File: src/common/ufc_params.svh
// Constants for the flow-character and pin register slice.
// Assumes a byte-wide register port with a 5-bit register index.
`ifndef UFC_PARAMS_SVH
`define UFC_PARAMS_SVH

`define UFC_ADDR_W        5
`define UFC_OFS_RESUME1   5'h14
`define UFC_OFS_RESUME2   5'h15
`define UFC_OFS_PAUSE1    5'h16
`define UFC_OFS_PAUSE2    5'h17
`define UFC_OFS_PIN_CFG   5'h18
`define UFC_OFS_PIN_LVL   5'h19
`define UFC_REG_RESET     8'h00
`define UFC_NIB_RESET     4'h0
`define UFC_SWF_EN_BIT    3
`define UFC_SWF_ADDR_BIT  2
`define UFC_SWF_RX_HI     5
`define UFC_SWF_RX_LO     4
`define UFC_CFG_DIR_HI    3
`define UFC_CFG_OD_HI     7
`define UFC_CFG_OD_LO     4
`define UFC_LVL_IN_HI     7
`define UFC_LVL_IN_LO     4
`define UFC_PINS          4

`endif

File: src/common/ufc_pkg.sv
// Types shared by the flow-character and pin register slice.
// Assumes ufc_params.svh is on the include path.
`include "ufc_params.svh"

package ufc_pkg;

  typedef logic [7:0] ufc_byte_type;
  typedef logic [`UFC_ADDR_W-1:0] ufc_addr_type;
  typedef logic [`UFC_PINS-1:0] ufc_pins_type;

  // Receive comparison selected by the two receiver flow bits
  typedef enum logic [1:0] {
    UFC_MATCH_NONE,
    UFC_MATCH_FIRST,
    UFC_MATCH_SECOND,
    UFC_MATCH_PAIR
  } ufc_match_type;

endpackage : ufc_pkg

File: src/hdl/ufc_pin_sync.sv
// Three-stage pin input synchroniser, one lane per pin.
// Assumes pins are asynchronous to core_clk; output moves only when
// the second and third stages agree.
`timescale 1ns/1ps
`include "ufc_params.svh"

module ufc_pin_sync
  import ufc_pkg::*;
(
  // Clock and reset
  input  wire logic         core_clk,
  input  wire logic         reset,
  // Pins and filtered levels
  input  wire ufc_pins_type pin_raw,
  output ufc_pins_type      pin_level
);

  genvar lane;
  generate
    for (lane = 0; lane < `UFC_PINS; lane++) begin : g_lane
      logic stage_a;
      logic stage_b;
      logic stage_c;

      // Stage a feeds stage b only, to keep metastability contained
      always_ff @(posedge core_clk or posedge reset) begin
        if (reset) begin
          stage_a <= 1'b0;
          stage_b <= 1'b0;
          stage_c <= 1'b0;
        end else begin
          stage_a <= pin_raw[lane];
          stage_b <= stage_a;
          stage_c <= stage_b;
        end
      end

      always_ff @(posedge core_clk or posedge reset) begin
        if (reset) begin
          pin_level[lane] <= 1'b0;
        end else if (stage_b == stage_c) begin
          pin_level[lane] <= stage_c;
        end
      end
    end
  endgenerate

endmodule : ufc_pin_sync

File: src/hdl/ufc_regs.sv
// One channel's flow-character and general-purpose pin registers.
// Assumes the host interface delivers one-cycle byte read/write strobes
// on core_clk; flow and mode settings come from registers elsewhere on
// the same clock; received characters arrive as one-cycle strobes.
`timescale 1ns/1ps
`include "ufc_params.svh"

module ufc_regs
  import ufc_pkg::*;
(
  // Clock and reset
  input  wire logic          core_clk,
  input  wire logic          reset,
  // Register port
  input  wire logic          reg_wr_en,
  input  wire logic          reg_rd_en,
  input  wire ufc_addr_type  reg_addr,
  input  wire ufc_byte_type  reg_wdata,
  output ufc_byte_type       reg_rdata,
  output logic               reg_rd_valid,
  // Settings held elsewhere
  input  wire ufc_byte_type  soft_flow_settings,
  input  wire logic          special_detect_enable,
  // Received characters
  input  wire logic          rx_char_valid,
  input  wire ufc_byte_type  rx_char,
  output logic               flow_resume_seen,
  output logic               flow_pause_seen,
  output logic               special_char_seen,
  output logic               rx_char_drop,
  output logic               rx_char_keep,
  // Channel pins
  input  wire ufc_pins_type  gpio_in,
  output ufc_pins_type       gpio_out,
  output ufc_pins_type       gpio_oe_n
);

  import ufc_pkg::*;

  ufc_byte_type  resume_char_first;
  ufc_byte_type  resume_char_second;
  ufc_byte_type  pause_char_first;
  ufc_byte_type  pause_char_second;
  ufc_byte_type  pin_config;
  ufc_pins_type  pin_output_level;
  ufc_pins_type  pin_input_level;
  ufc_pins_type  pin_direction_sel;
  ufc_pins_type  pin_open_drain_sel;
  ufc_byte_type  prev_char;
  logic          prev_valid;
  ufc_match_type match_mode;
  logic          soft_flow_enable;
  logic          pin_address_enable;
  logic          flow_active;
  ufc_byte_type  addr_char;
  logic          next_resume;
  logic          next_pause;
  logic          next_special;

  assign pin_direction_sel  = pin_config[`UFC_CFG_DIR_HI:0];
  assign pin_open_drain_sel = pin_config[`UFC_CFG_OD_HI:`UFC_CFG_OD_LO];
  assign soft_flow_enable   = soft_flow_settings[`UFC_SWF_EN_BIT];
  assign pin_address_enable = soft_flow_settings[`UFC_SWF_ADDR_BIT];
  assign flow_active        = soft_flow_enable &&
                              (match_mode != UFC_MATCH_NONE);
  // Address form ignores the stored low nibble of the second pause char
  assign addr_char = {pause_char_second[7:4], pin_input_level};

  // Pin levels pass a three-stage filter before anyone looks at them
  ufc_pin_sync u_pin_sync (
    .core_clk  (core_clk),
    .reset     (reset),
    .pin_raw   (gpio_in),
    .pin_level (pin_input_level)
  );

  // Register writes; input half of the level register is not writable
  always_ff @(posedge core_clk or posedge reset) begin
    if (reset) begin
      resume_char_first  <= `UFC_REG_RESET;
      resume_char_second <= `UFC_REG_RESET;
      pause_char_first   <= `UFC_REG_RESET;
      pause_char_second  <= `UFC_REG_RESET;
      pin_config         <= `UFC_REG_RESET;
      pin_output_level   <= `UFC_NIB_RESET;
    end else if (reg_wr_en) begin
      unique case (reg_addr)
        `UFC_OFS_RESUME1: resume_char_first  <= reg_wdata;
        `UFC_OFS_RESUME2: resume_char_second <= reg_wdata;
        `UFC_OFS_PAUSE1:  pause_char_first   <= reg_wdata;
        `UFC_OFS_PAUSE2:  pause_char_second  <= reg_wdata;
        `UFC_OFS_PIN_CFG: pin_config         <= reg_wdata;
        `UFC_OFS_PIN_LVL: pin_output_level   <= reg_wdata[3:0];
        default: ;
      endcase
    end
  end

  // Reads answer one cycle later; unmapped indices read zero
  always_ff @(posedge core_clk or posedge reset) begin
    if (reset) begin
      reg_rdata    <= `UFC_REG_RESET;
      reg_rd_valid <= 1'b0;
    end else begin
      reg_rd_valid <= reg_rd_en;
      if (reg_rd_en) begin
        unique case (reg_addr)
          `UFC_OFS_RESUME1: reg_rdata <= resume_char_first;
          `UFC_OFS_RESUME2: reg_rdata <= resume_char_second;
          `UFC_OFS_PAUSE1:  reg_rdata <= pause_char_first;
          `UFC_OFS_PAUSE2:  reg_rdata <= pause_char_second;
          `UFC_OFS_PIN_CFG: reg_rdata <= pin_config;
          `UFC_OFS_PIN_LVL:
            reg_rdata <= {pin_input_level, pin_output_level};
          default:          reg_rdata <= `UFC_REG_RESET;
        endcase
      end
    end
  end

  // Pin drivers; local bit n drives this channel's nth pin
  genvar pin;
  generate
    for (pin = 0; pin < `UFC_PINS; pin++) begin : g_pin
      always_ff @(posedge core_clk or posedge reset) begin
        if (reset) begin
          gpio_out[pin]  <= 1'b0;
          gpio_oe_n[pin] <= 1'b1;
        end else if (!pin_direction_sel[pin]) begin
          // Pulldown is in the pad; logic just lets go
          gpio_out[pin]  <= 1'b0;
          gpio_oe_n[pin] <= 1'b1;
        end else if (pin_open_drain_sel[pin]) begin
          // Open drain only ever pulls low; a high needs a pullup
          gpio_out[pin]  <= 1'b0;
          gpio_oe_n[pin] <= pin_output_level[pin];
        end else begin
          gpio_out[pin]  <= pin_output_level[pin];
          gpio_oe_n[pin] <= 1'b0;
        end
      end
    end
  endgenerate

  // Receiver comparison mode; special detection pins flow to first pair
  always_comb begin
    unique case (soft_flow_settings[`UFC_SWF_RX_HI:`UFC_SWF_RX_LO])
      2'b10:   match_mode = UFC_MATCH_FIRST;
      2'b01:   match_mode = special_detect_enable ? UFC_MATCH_FIRST
                                                  : UFC_MATCH_SECOND;
      2'b11:   match_mode = special_detect_enable ? UFC_MATCH_FIRST
                                                  : UFC_MATCH_PAIR;
      default: match_mode = UFC_MATCH_NONE;
    endcase
  end

  // Flow character match on the incoming character
  always_comb begin
    next_resume = 1'b0;
    next_pause  = 1'b0;
    if (flow_active) begin
      unique case (match_mode)
        UFC_MATCH_FIRST: begin
          next_resume = (rx_char == resume_char_first);
          next_pause  = (rx_char == pause_char_first);
        end
        UFC_MATCH_SECOND: begin
          next_resume = (rx_char == resume_char_second);
          next_pause  = (rx_char == pause_char_second);
        end
        UFC_MATCH_PAIR: begin
          // Low byte arrives first, high byte completes the sequence
          next_resume = prev_valid && (prev_char == resume_char_first)
                        && (rx_char == resume_char_second);
          next_pause  = prev_valid && (prev_char == pause_char_first)
                        && (rx_char == pause_char_second);
        end
        UFC_MATCH_NONE: ;
      endcase
    end
  end

  // Special character match
  always_comb begin
    next_special = 1'b0;
    if (special_detect_enable) begin
      next_special = (rx_char == resume_char_second) ||
                     (pin_address_enable ? (rx_char == addr_char)
                                         : (rx_char == pause_char_second));
      if (!soft_flow_enable) begin
        next_special = next_special ||
                       (rx_char == resume_char_first) ||
                       (rx_char == pause_char_first);
      end
    end
  end

  // Last received character, kept for the pair sequence
  always_ff @(posedge core_clk or posedge reset) begin
    if (reset) begin
      prev_char  <= `UFC_REG_RESET;
      prev_valid <= 1'b0;
    end else if (rx_char_valid) begin
      prev_char  <= rx_char;
      prev_valid <= 1'b1;
    end
  end

  // Per-character results, one cycle after the character strobe
  always_ff @(posedge core_clk or posedge reset) begin
    if (reset) begin
      flow_resume_seen  <= 1'b0;
      flow_pause_seen   <= 1'b0;
      special_char_seen <= 1'b0;
      rx_char_drop      <= 1'b0;
      rx_char_keep      <= 1'b0;
    end else begin
      flow_resume_seen  <= rx_char_valid && next_resume;
      flow_pause_seen   <= rx_char_valid && next_pause;
      special_char_seen <= rx_char_valid && next_special;
      rx_char_drop <= rx_char_valid && (next_resume || next_pause);
      rx_char_keep <= rx_char_valid && !(next_resume || next_pause);
    end
  end
endmodule : ufc_regs

File: config.mk
export PLATFORM = sky130hd
export DESIGN_NAME = ufc_regs
export DESIGN_NICKNAME = d
export VERILOG_FILES = /design/src/common/ufc_pkg.sv /design/src/hdl/ufc_pin_sync.sv /design/src/hdl/ufc_regs.sv
export VERILOG_INCLUDE_DIRS = /design/src /design/src/common
export SDC_FILE = /design/constraint.sdc
export NUM_CORES = 1
export LEC_CHECK = 0
export ABC_AREA = 1
export BUFFER_PORTS_ARGS = -buffer_cell sky130_fd_sc_hd__buf_2
export CORE_MARGIN = 3
export CORE_UTILIZATION = 40
export DETAILED_ROUTE_END_ITERATION = 12
export GPL_TIMING_DRIVEN = 0
export SYNTH_ARGS = -nofsm -noshare
export SYNTH_HDL_FRONTEND = slang
export SYNTH_HIERARCHICAL = 1
export SYNTH_SLANG_ARGS = --single-unit
File: constraint.sdc
create_clock -name core_clk -period 5.58 [get_ports core_clk]
set_clock_uncertainty 0.15 [all_clocks]
set_input_delay 1.116 -clock core_clk [delete_from_list [all_inputs] [get_ports core_clk]]
set_output_delay 1.116 -clock core_clk [all_outputs]
set_load 0.02 [all_outputs]
; ---- Word-level counts from Yosys, hierarchy flattened
; Cells that the tools add are included.
[totals]
ff_bits = 91
inputBits = 39
out_inout_bits = 22
word_cells = 111
[op_classes]
n_eq_ne = 23
mux = 27
n_reduce_logical = 22
[ops]
columns = cell, count
row1 = == test 8 bit, 7
row2 = one-hot mux 8 bit (6 select lines), 1
row3 = "== test 5 bit, second input constant", 6
row4 = two-way mux 1 bit, 21
row5 = AND reduction 2 bit, 6
row6 = logical AND 1 bit, 10
row7 = "== test 2 bit, second input constant", 4
row8 = one-hot mux 1 bit (3 select lines), 2
row9 = one-hot mux 2 bit (3 select lines), 1
row10 = == test 1 bit, 4
row11 = "== test 2 x 1 -> 1 bit, second input constant", 2
row12 = logical OR 1 bit, 4
row13 = two-way mux 2 bit, 2
row14 = nonzero test 2 bit, 1
row15 = logical NOT 1 bit, 1

; ---- Depth between registers and ports, before layout
[logic_depth]
ltp_word = 8
ltp_mapped = 13
mapped_depth_nobuf = 13

; ---- Modules after synthesis
; Netlist, hierarchy kept.
[modules_own_cells]
columns = mod, instances, cells_each, area_per_inst_um2, seq_area_each_um2
row1 = ufc_regs, 1, 500, 4121.5, 1881.8
row2 = ufc_pin_sync, 1, 33, 469.2, 400.4

; ---- Worst setup path after synthesis
; OpenSTA, ideal clock, no wires.
[synth_path]
path_type = in2reg
from = input port rx_char[3]
to = register rx_char_keep
setup_ps = 119
arrival_time_ps = 1955
required_time_ps = 5311
path_slack_ps = 3356
path_stages = 10
path_buffers = 1
path_cell_list = buf_6 > or2_0 > a21oi_1 > nand2_1 > nor2_2 > nand2_1 > nand2_1 > nand2_1 > nand2_1 > nor2_1
[synth_via]
elab_chain_len = 7
elab_cells_between_ends = 13
classes_between = eq/ne (4) / mux (4) / reduce/logical (5)
[synth_rtl]
columns = element, line_no
row1 = start: declaration, ufc_regs.sv:26  ; input wire ufc_byte_type rx_char,
row2 = "== test 8 bit, on equally long branches", --
row3 = "logical AND 1 bit, on equally long branches", "ufc_regs.sv:174, ufc_regs.sv:176"
row4 = one-hot mux 1 bit (3 select lines), ufc_regs.sv:162  ; unique case (match_mode)
row5 = two-way mux 1 bit, ufc_regs.sv:161  ; if (flow_active) begin
row6 = logical OR 1 bit *, ufc_regs.sv:222  ; rx_char_keep <= rx_char_valid && !(next_resume || next_pause);
row7 = logical NOT 1 bit *, ufc_regs.sv:222
row8 = logical AND 1 bit *, ufc_regs.sv:222
row9 = end signal: assignment, ufc_regs.sv:222
row10 = end: declaration, ufc_regs.sv:31  ; output logic rx_char_keep,
; Mark *: on every way between the ends. The rest lies on a longest branch, timed or not.
; A chain may end at the register's enable or synchronous reset.

; ---- Worst setup path in the final report
[layout_path]
from = register gpio_oe_n[3]
to = output port gpio_oe_n[3]
[layout_rtl]
columns = element, line_no
row1 = start: declaration, ufc_regs.sv:35  ; output ufc_pins_type gpio_oe_n
row2 = start signal: indexed assignment, ufc_regs.sv:136  ; gpio_oe_n[pin] <= pin_output_level[pin];
; No word-level cell between the ends.

==> metrics.md <==
| Metric | Value |
|---|---|
| CTS resizes | 0 |
| Io pins | about 60 |
| Filler instances | 1081 |
| Overflow after GRT | 0 |
| Pin count of the biggest net entering global routing | 45 |
| EDFF count, synth | 0 |
| Mux cell area share after synthesis | 0 |
| HP Start | u_pin_sync/g_lane[0].stage_a$_DFF_PP0_ |
| GR Util All Layers | 0.187 |
| Outcome | completed |
| Worst-skew pair later-pin latency | 0.35 ns |
| Die X-Extent | 113 um |
| Slowest-stage cell, CP | dfstp_2 |
| Worst path top cell family by delay | flip-flops |
| WP buf/inv | 1 |
| Final hold violations | 0 |
| WL per Instance | approximately 15 um |
| PortBufs | 48 |
| Min-Delay Path Class | reg -> reg |
| Depth of the CTS H-tree | 3 |
| DIE AREA | 0.0128 mm2 |
| Via count | 3578 |
| Detail Route Antenna Nets | 0 |
| Distinct cells, synth | 32 |
| Core region area | 0.0110 mm2 |
| Clock Tree Root | clkbuf_16 |
| Mapped Area | 0.00459 mm2 |
| Residual DRC | 0 |
| # Post-CTS Setup Buffers | 0 |
| Area grow syn2layout | 15.8% |
| Reg clk slew, reported paths | around 0.070 ns |
| Cells along the critical path | buf_2 |
| Post-synthesis xor/xnor area fraction | 0.0725 |
| Placer Congestion | 0.859 |
| Warnings from Yosys | 6 |
| Layout cells sized above 1 | 0.244 |
| Initial DRT Pass Iterations | 4 |
| Compound-Gate Fraction of Synth Area | 0.137 |
| Sum of negative setup slack | 0 ns |
| MaxCap Viol Count | 0 |
| Net Count, Synth | 572 |
| Simple-gate share of the synthesized area | 0.214 |
| Fin. max-slew vios | 0 |
| Crit path DAT | 1.02 ns |
| CP Data Required Time | 4.31 ns |
| CTS tree | built |
| Final Cell Area | 0.00531 mm2 |
| Placement Cell Area | 0.00504 mm2 |
| Largest family of logic cells by synthesized area | simple AND/OR/NAND/NOR gates |
| Post-synthesis async set-or-reset flop share | 1.00 |
| Main flop type after synthesis | dfrtp_1 |
| Fmax | 438 MHz |
| Worst flop-to-flop path startpoint | resume_char_first[7]$_DFFE_PP0P_ |
| Least-Margin Pin Slew | 0.575 ns |
| Crit-path max FO | 1 |
| Inserted Diodes | 0 |
| DR vias/cell | 4.85 |
| Initial Utilization | 0.416 |
| Critical path startpoint | gpio_oe_n[3]$_DFF_PP1_ |
| CP max stage delay | 0.51 ns |
| Die height | 113 um |
| CTS Buf Count | 9 |
| Layout Nets | 632 |
| Relative slew slack | 0.616 |
| Final wirelength | 11.2 mm |
| Worst Setup Start Kind | flop |
| Reg2reg setup slack | 3.94 ns |
| Power Density | 325 mW/mm2 |
| Clk sinks | 91 |
| Final setup vio count | 0 |
| Peak supply drop | 0.169 mV |
| RSZ-0062 raised after global routing | false |
| Cts hold-fix bufs | 0 |
| Final period util | 0.409 |
| Initial antenna violation count | 0 |
| Initial DRC Count | 195 |
| First-pass GRT wire length | 18.4 mm |
| Post-Synthesis Cells | 533 |
| Syn avg cell area | about 8.6 um2 |
| Crit end category | output port |
| Vias in the first global route | about 3600 |
| Tmin final | 2.28 ns |
| Seq cells post-synth | 91 |
| Post-DP HPWL | approximately 8.6 mm |
| Rows | 38 |
| Leak | 2.70 nW |
| Bufs on Longest Clock Path | 2 |
| Sequential share of the synthesized area | 0.497 |
| Critical path type | reg -> out |
| Adder-Cell Fraction of Synth Area | 0 |
-- synthesized netlist by cell type (2+ instances only) --
| cell type | instances | area [um2] |
|---|---|---|
| nand2_1 | 170 | 638 |
| dfrtp_1 | 87 | 2180 |
| inv_1 | 57 | 214 |
| o21ai_2 | 40 | 350 |
| o21ai_0 | 31 | 155 |
| nor2_1 | 29 | 109 |
| xnor2_1 | 27 | 236 |
| xor2_1 | 11 | 96.3 |
| nand3_1 | 9 | 45.0 |
| nor3_1 | 9 | 45.0 |
| a21oi_1 | 8 | 40.0 |
| buf_2 | 7 | 35.0 |
| buf_6 | 7 | 78.8 |
| inv_2 | 7 | 26.3 |
| dfstp_2 | 4 | 105 |
| nand2_2 | 4 | 25.0 |
| nand2_4 | 4 | 45.0 |
| nand3_2 | 3 | 30.0 |
| o31ai_1 | 3 | 22.5 |
| nor2_2 | 2 | 12.5 |
| o2111ai_1 | 2 | 17.5 |
| o22ai_1 | 2 | 12.5 |
-- logic make-up after synthesis --
group | count (synthesis)
xor gates and xnor gates | 38
and+or+nand+nor | 234
AOI/OAI and AO/OA | 90
DFF | 91
buffers and inverters | 80
-- flip-flops by register name (all words and copies together) (netlist names), 8 cells and up --
name / cells
resume_char_second: 8
pause_char_first: 8
resume_char_first: 8
pin_config: 8
pause_char_second: 8
prev_char: 8
reg_rdata: 8
-- final timing paths --
kind / to / depth (start not counted)
worst max-delay path: gpio_oe_n[3] / 1
worst min-delay path: u_pin_sync/g_lane[0].stage_b$_DFF_PP0_ / 0
worst max register to register: rx_char_keep$_DFF_PP0_ / 8
worst min register to register: u_pin_sync/g_lane[0].stage_b$_DFF_PP0_ / 0
max in group asynchronous: resume_char_first[0]$_DFFE_PP0P_ / 3
min in group asynchronous: gpio_out[2]$_DFF_PP0_ / 2
-- metal layers --
metal	global-route usage	part of all wire	vias up
li1	-	-	1792
met1	0.263	0.49	1688
met2	0.278	0.44	74
met3	0.0444	0.045	24
met4	0.0793	0.026	0
met5	0	0	-
-- metrics by stage --
step / setup slack (ns) / util / power [W] / hold slack [ns] / cells
5_1_grt: 3.26 / 0.482 / 0.00182 / 0.208 / 738
6_report: 3.30 / 0.482 / 0.00173 / 0.198 / 738
4_1_cts: 3.28 / 0.482 / 0.00174 / 0.201 / 738
3_5_place_dp: 3.00 / 0.457 / 0.00116 / 0.186 / 722
2_1_floorplan: 2.41 / - / 0.00106 / 0.181 / 533
3_3_place_gp: 1.39 / 0.454 / 0.00115 / 0.182 / 721
-- area by class of cell --
cell class | instances | area (um2) | share of cell area
Clock buffer | 11 | 243 | 0.0457
Timing Repair Buffer | 49 | 268 | 0.0504
Inverter | 65 | 246 | 0.0464
Tap cell | 140 | 175 | 0.0330
Multi-Input combinational cell | 362 | 1940 | 0.366
Sequential cell | 91 | 2280 | 0.429
Buffer | 15 | 121 | 0.0228
Clock inverter | 5 | 35.0 | 0.00659
-- cell usage in the layout (no fill, tap or decap), drive strengths merged --
master	synthesis	final
a21oi	8	8
nand3	12	12
a22oi	1	1
o2bb2ai	1	1
nand2	178	178
xnor2	27	27
inv	64	66
clkinv	1	3
clkbuf	0	11
clkinvlp	0	1
nand4	1	1
or2	1	1
o211ai	1	1
o31ai	3	3
dfrtp	87	87
buf	15	64
o21ai	72	72
nor2	32	32
xor2	11	11
o2111ai	2	2
nor3	10	10
o22ai	2	2
dfstp	4	4
-- power by group --
part	leakage, nW	switching, W	internal (W)
clock network	0.136	0.000265	0.000316
registers	1.15	0.0000792	0.000748
logic	1.41	0.000189	0.000131
Power figures use the tool's default switching activity.
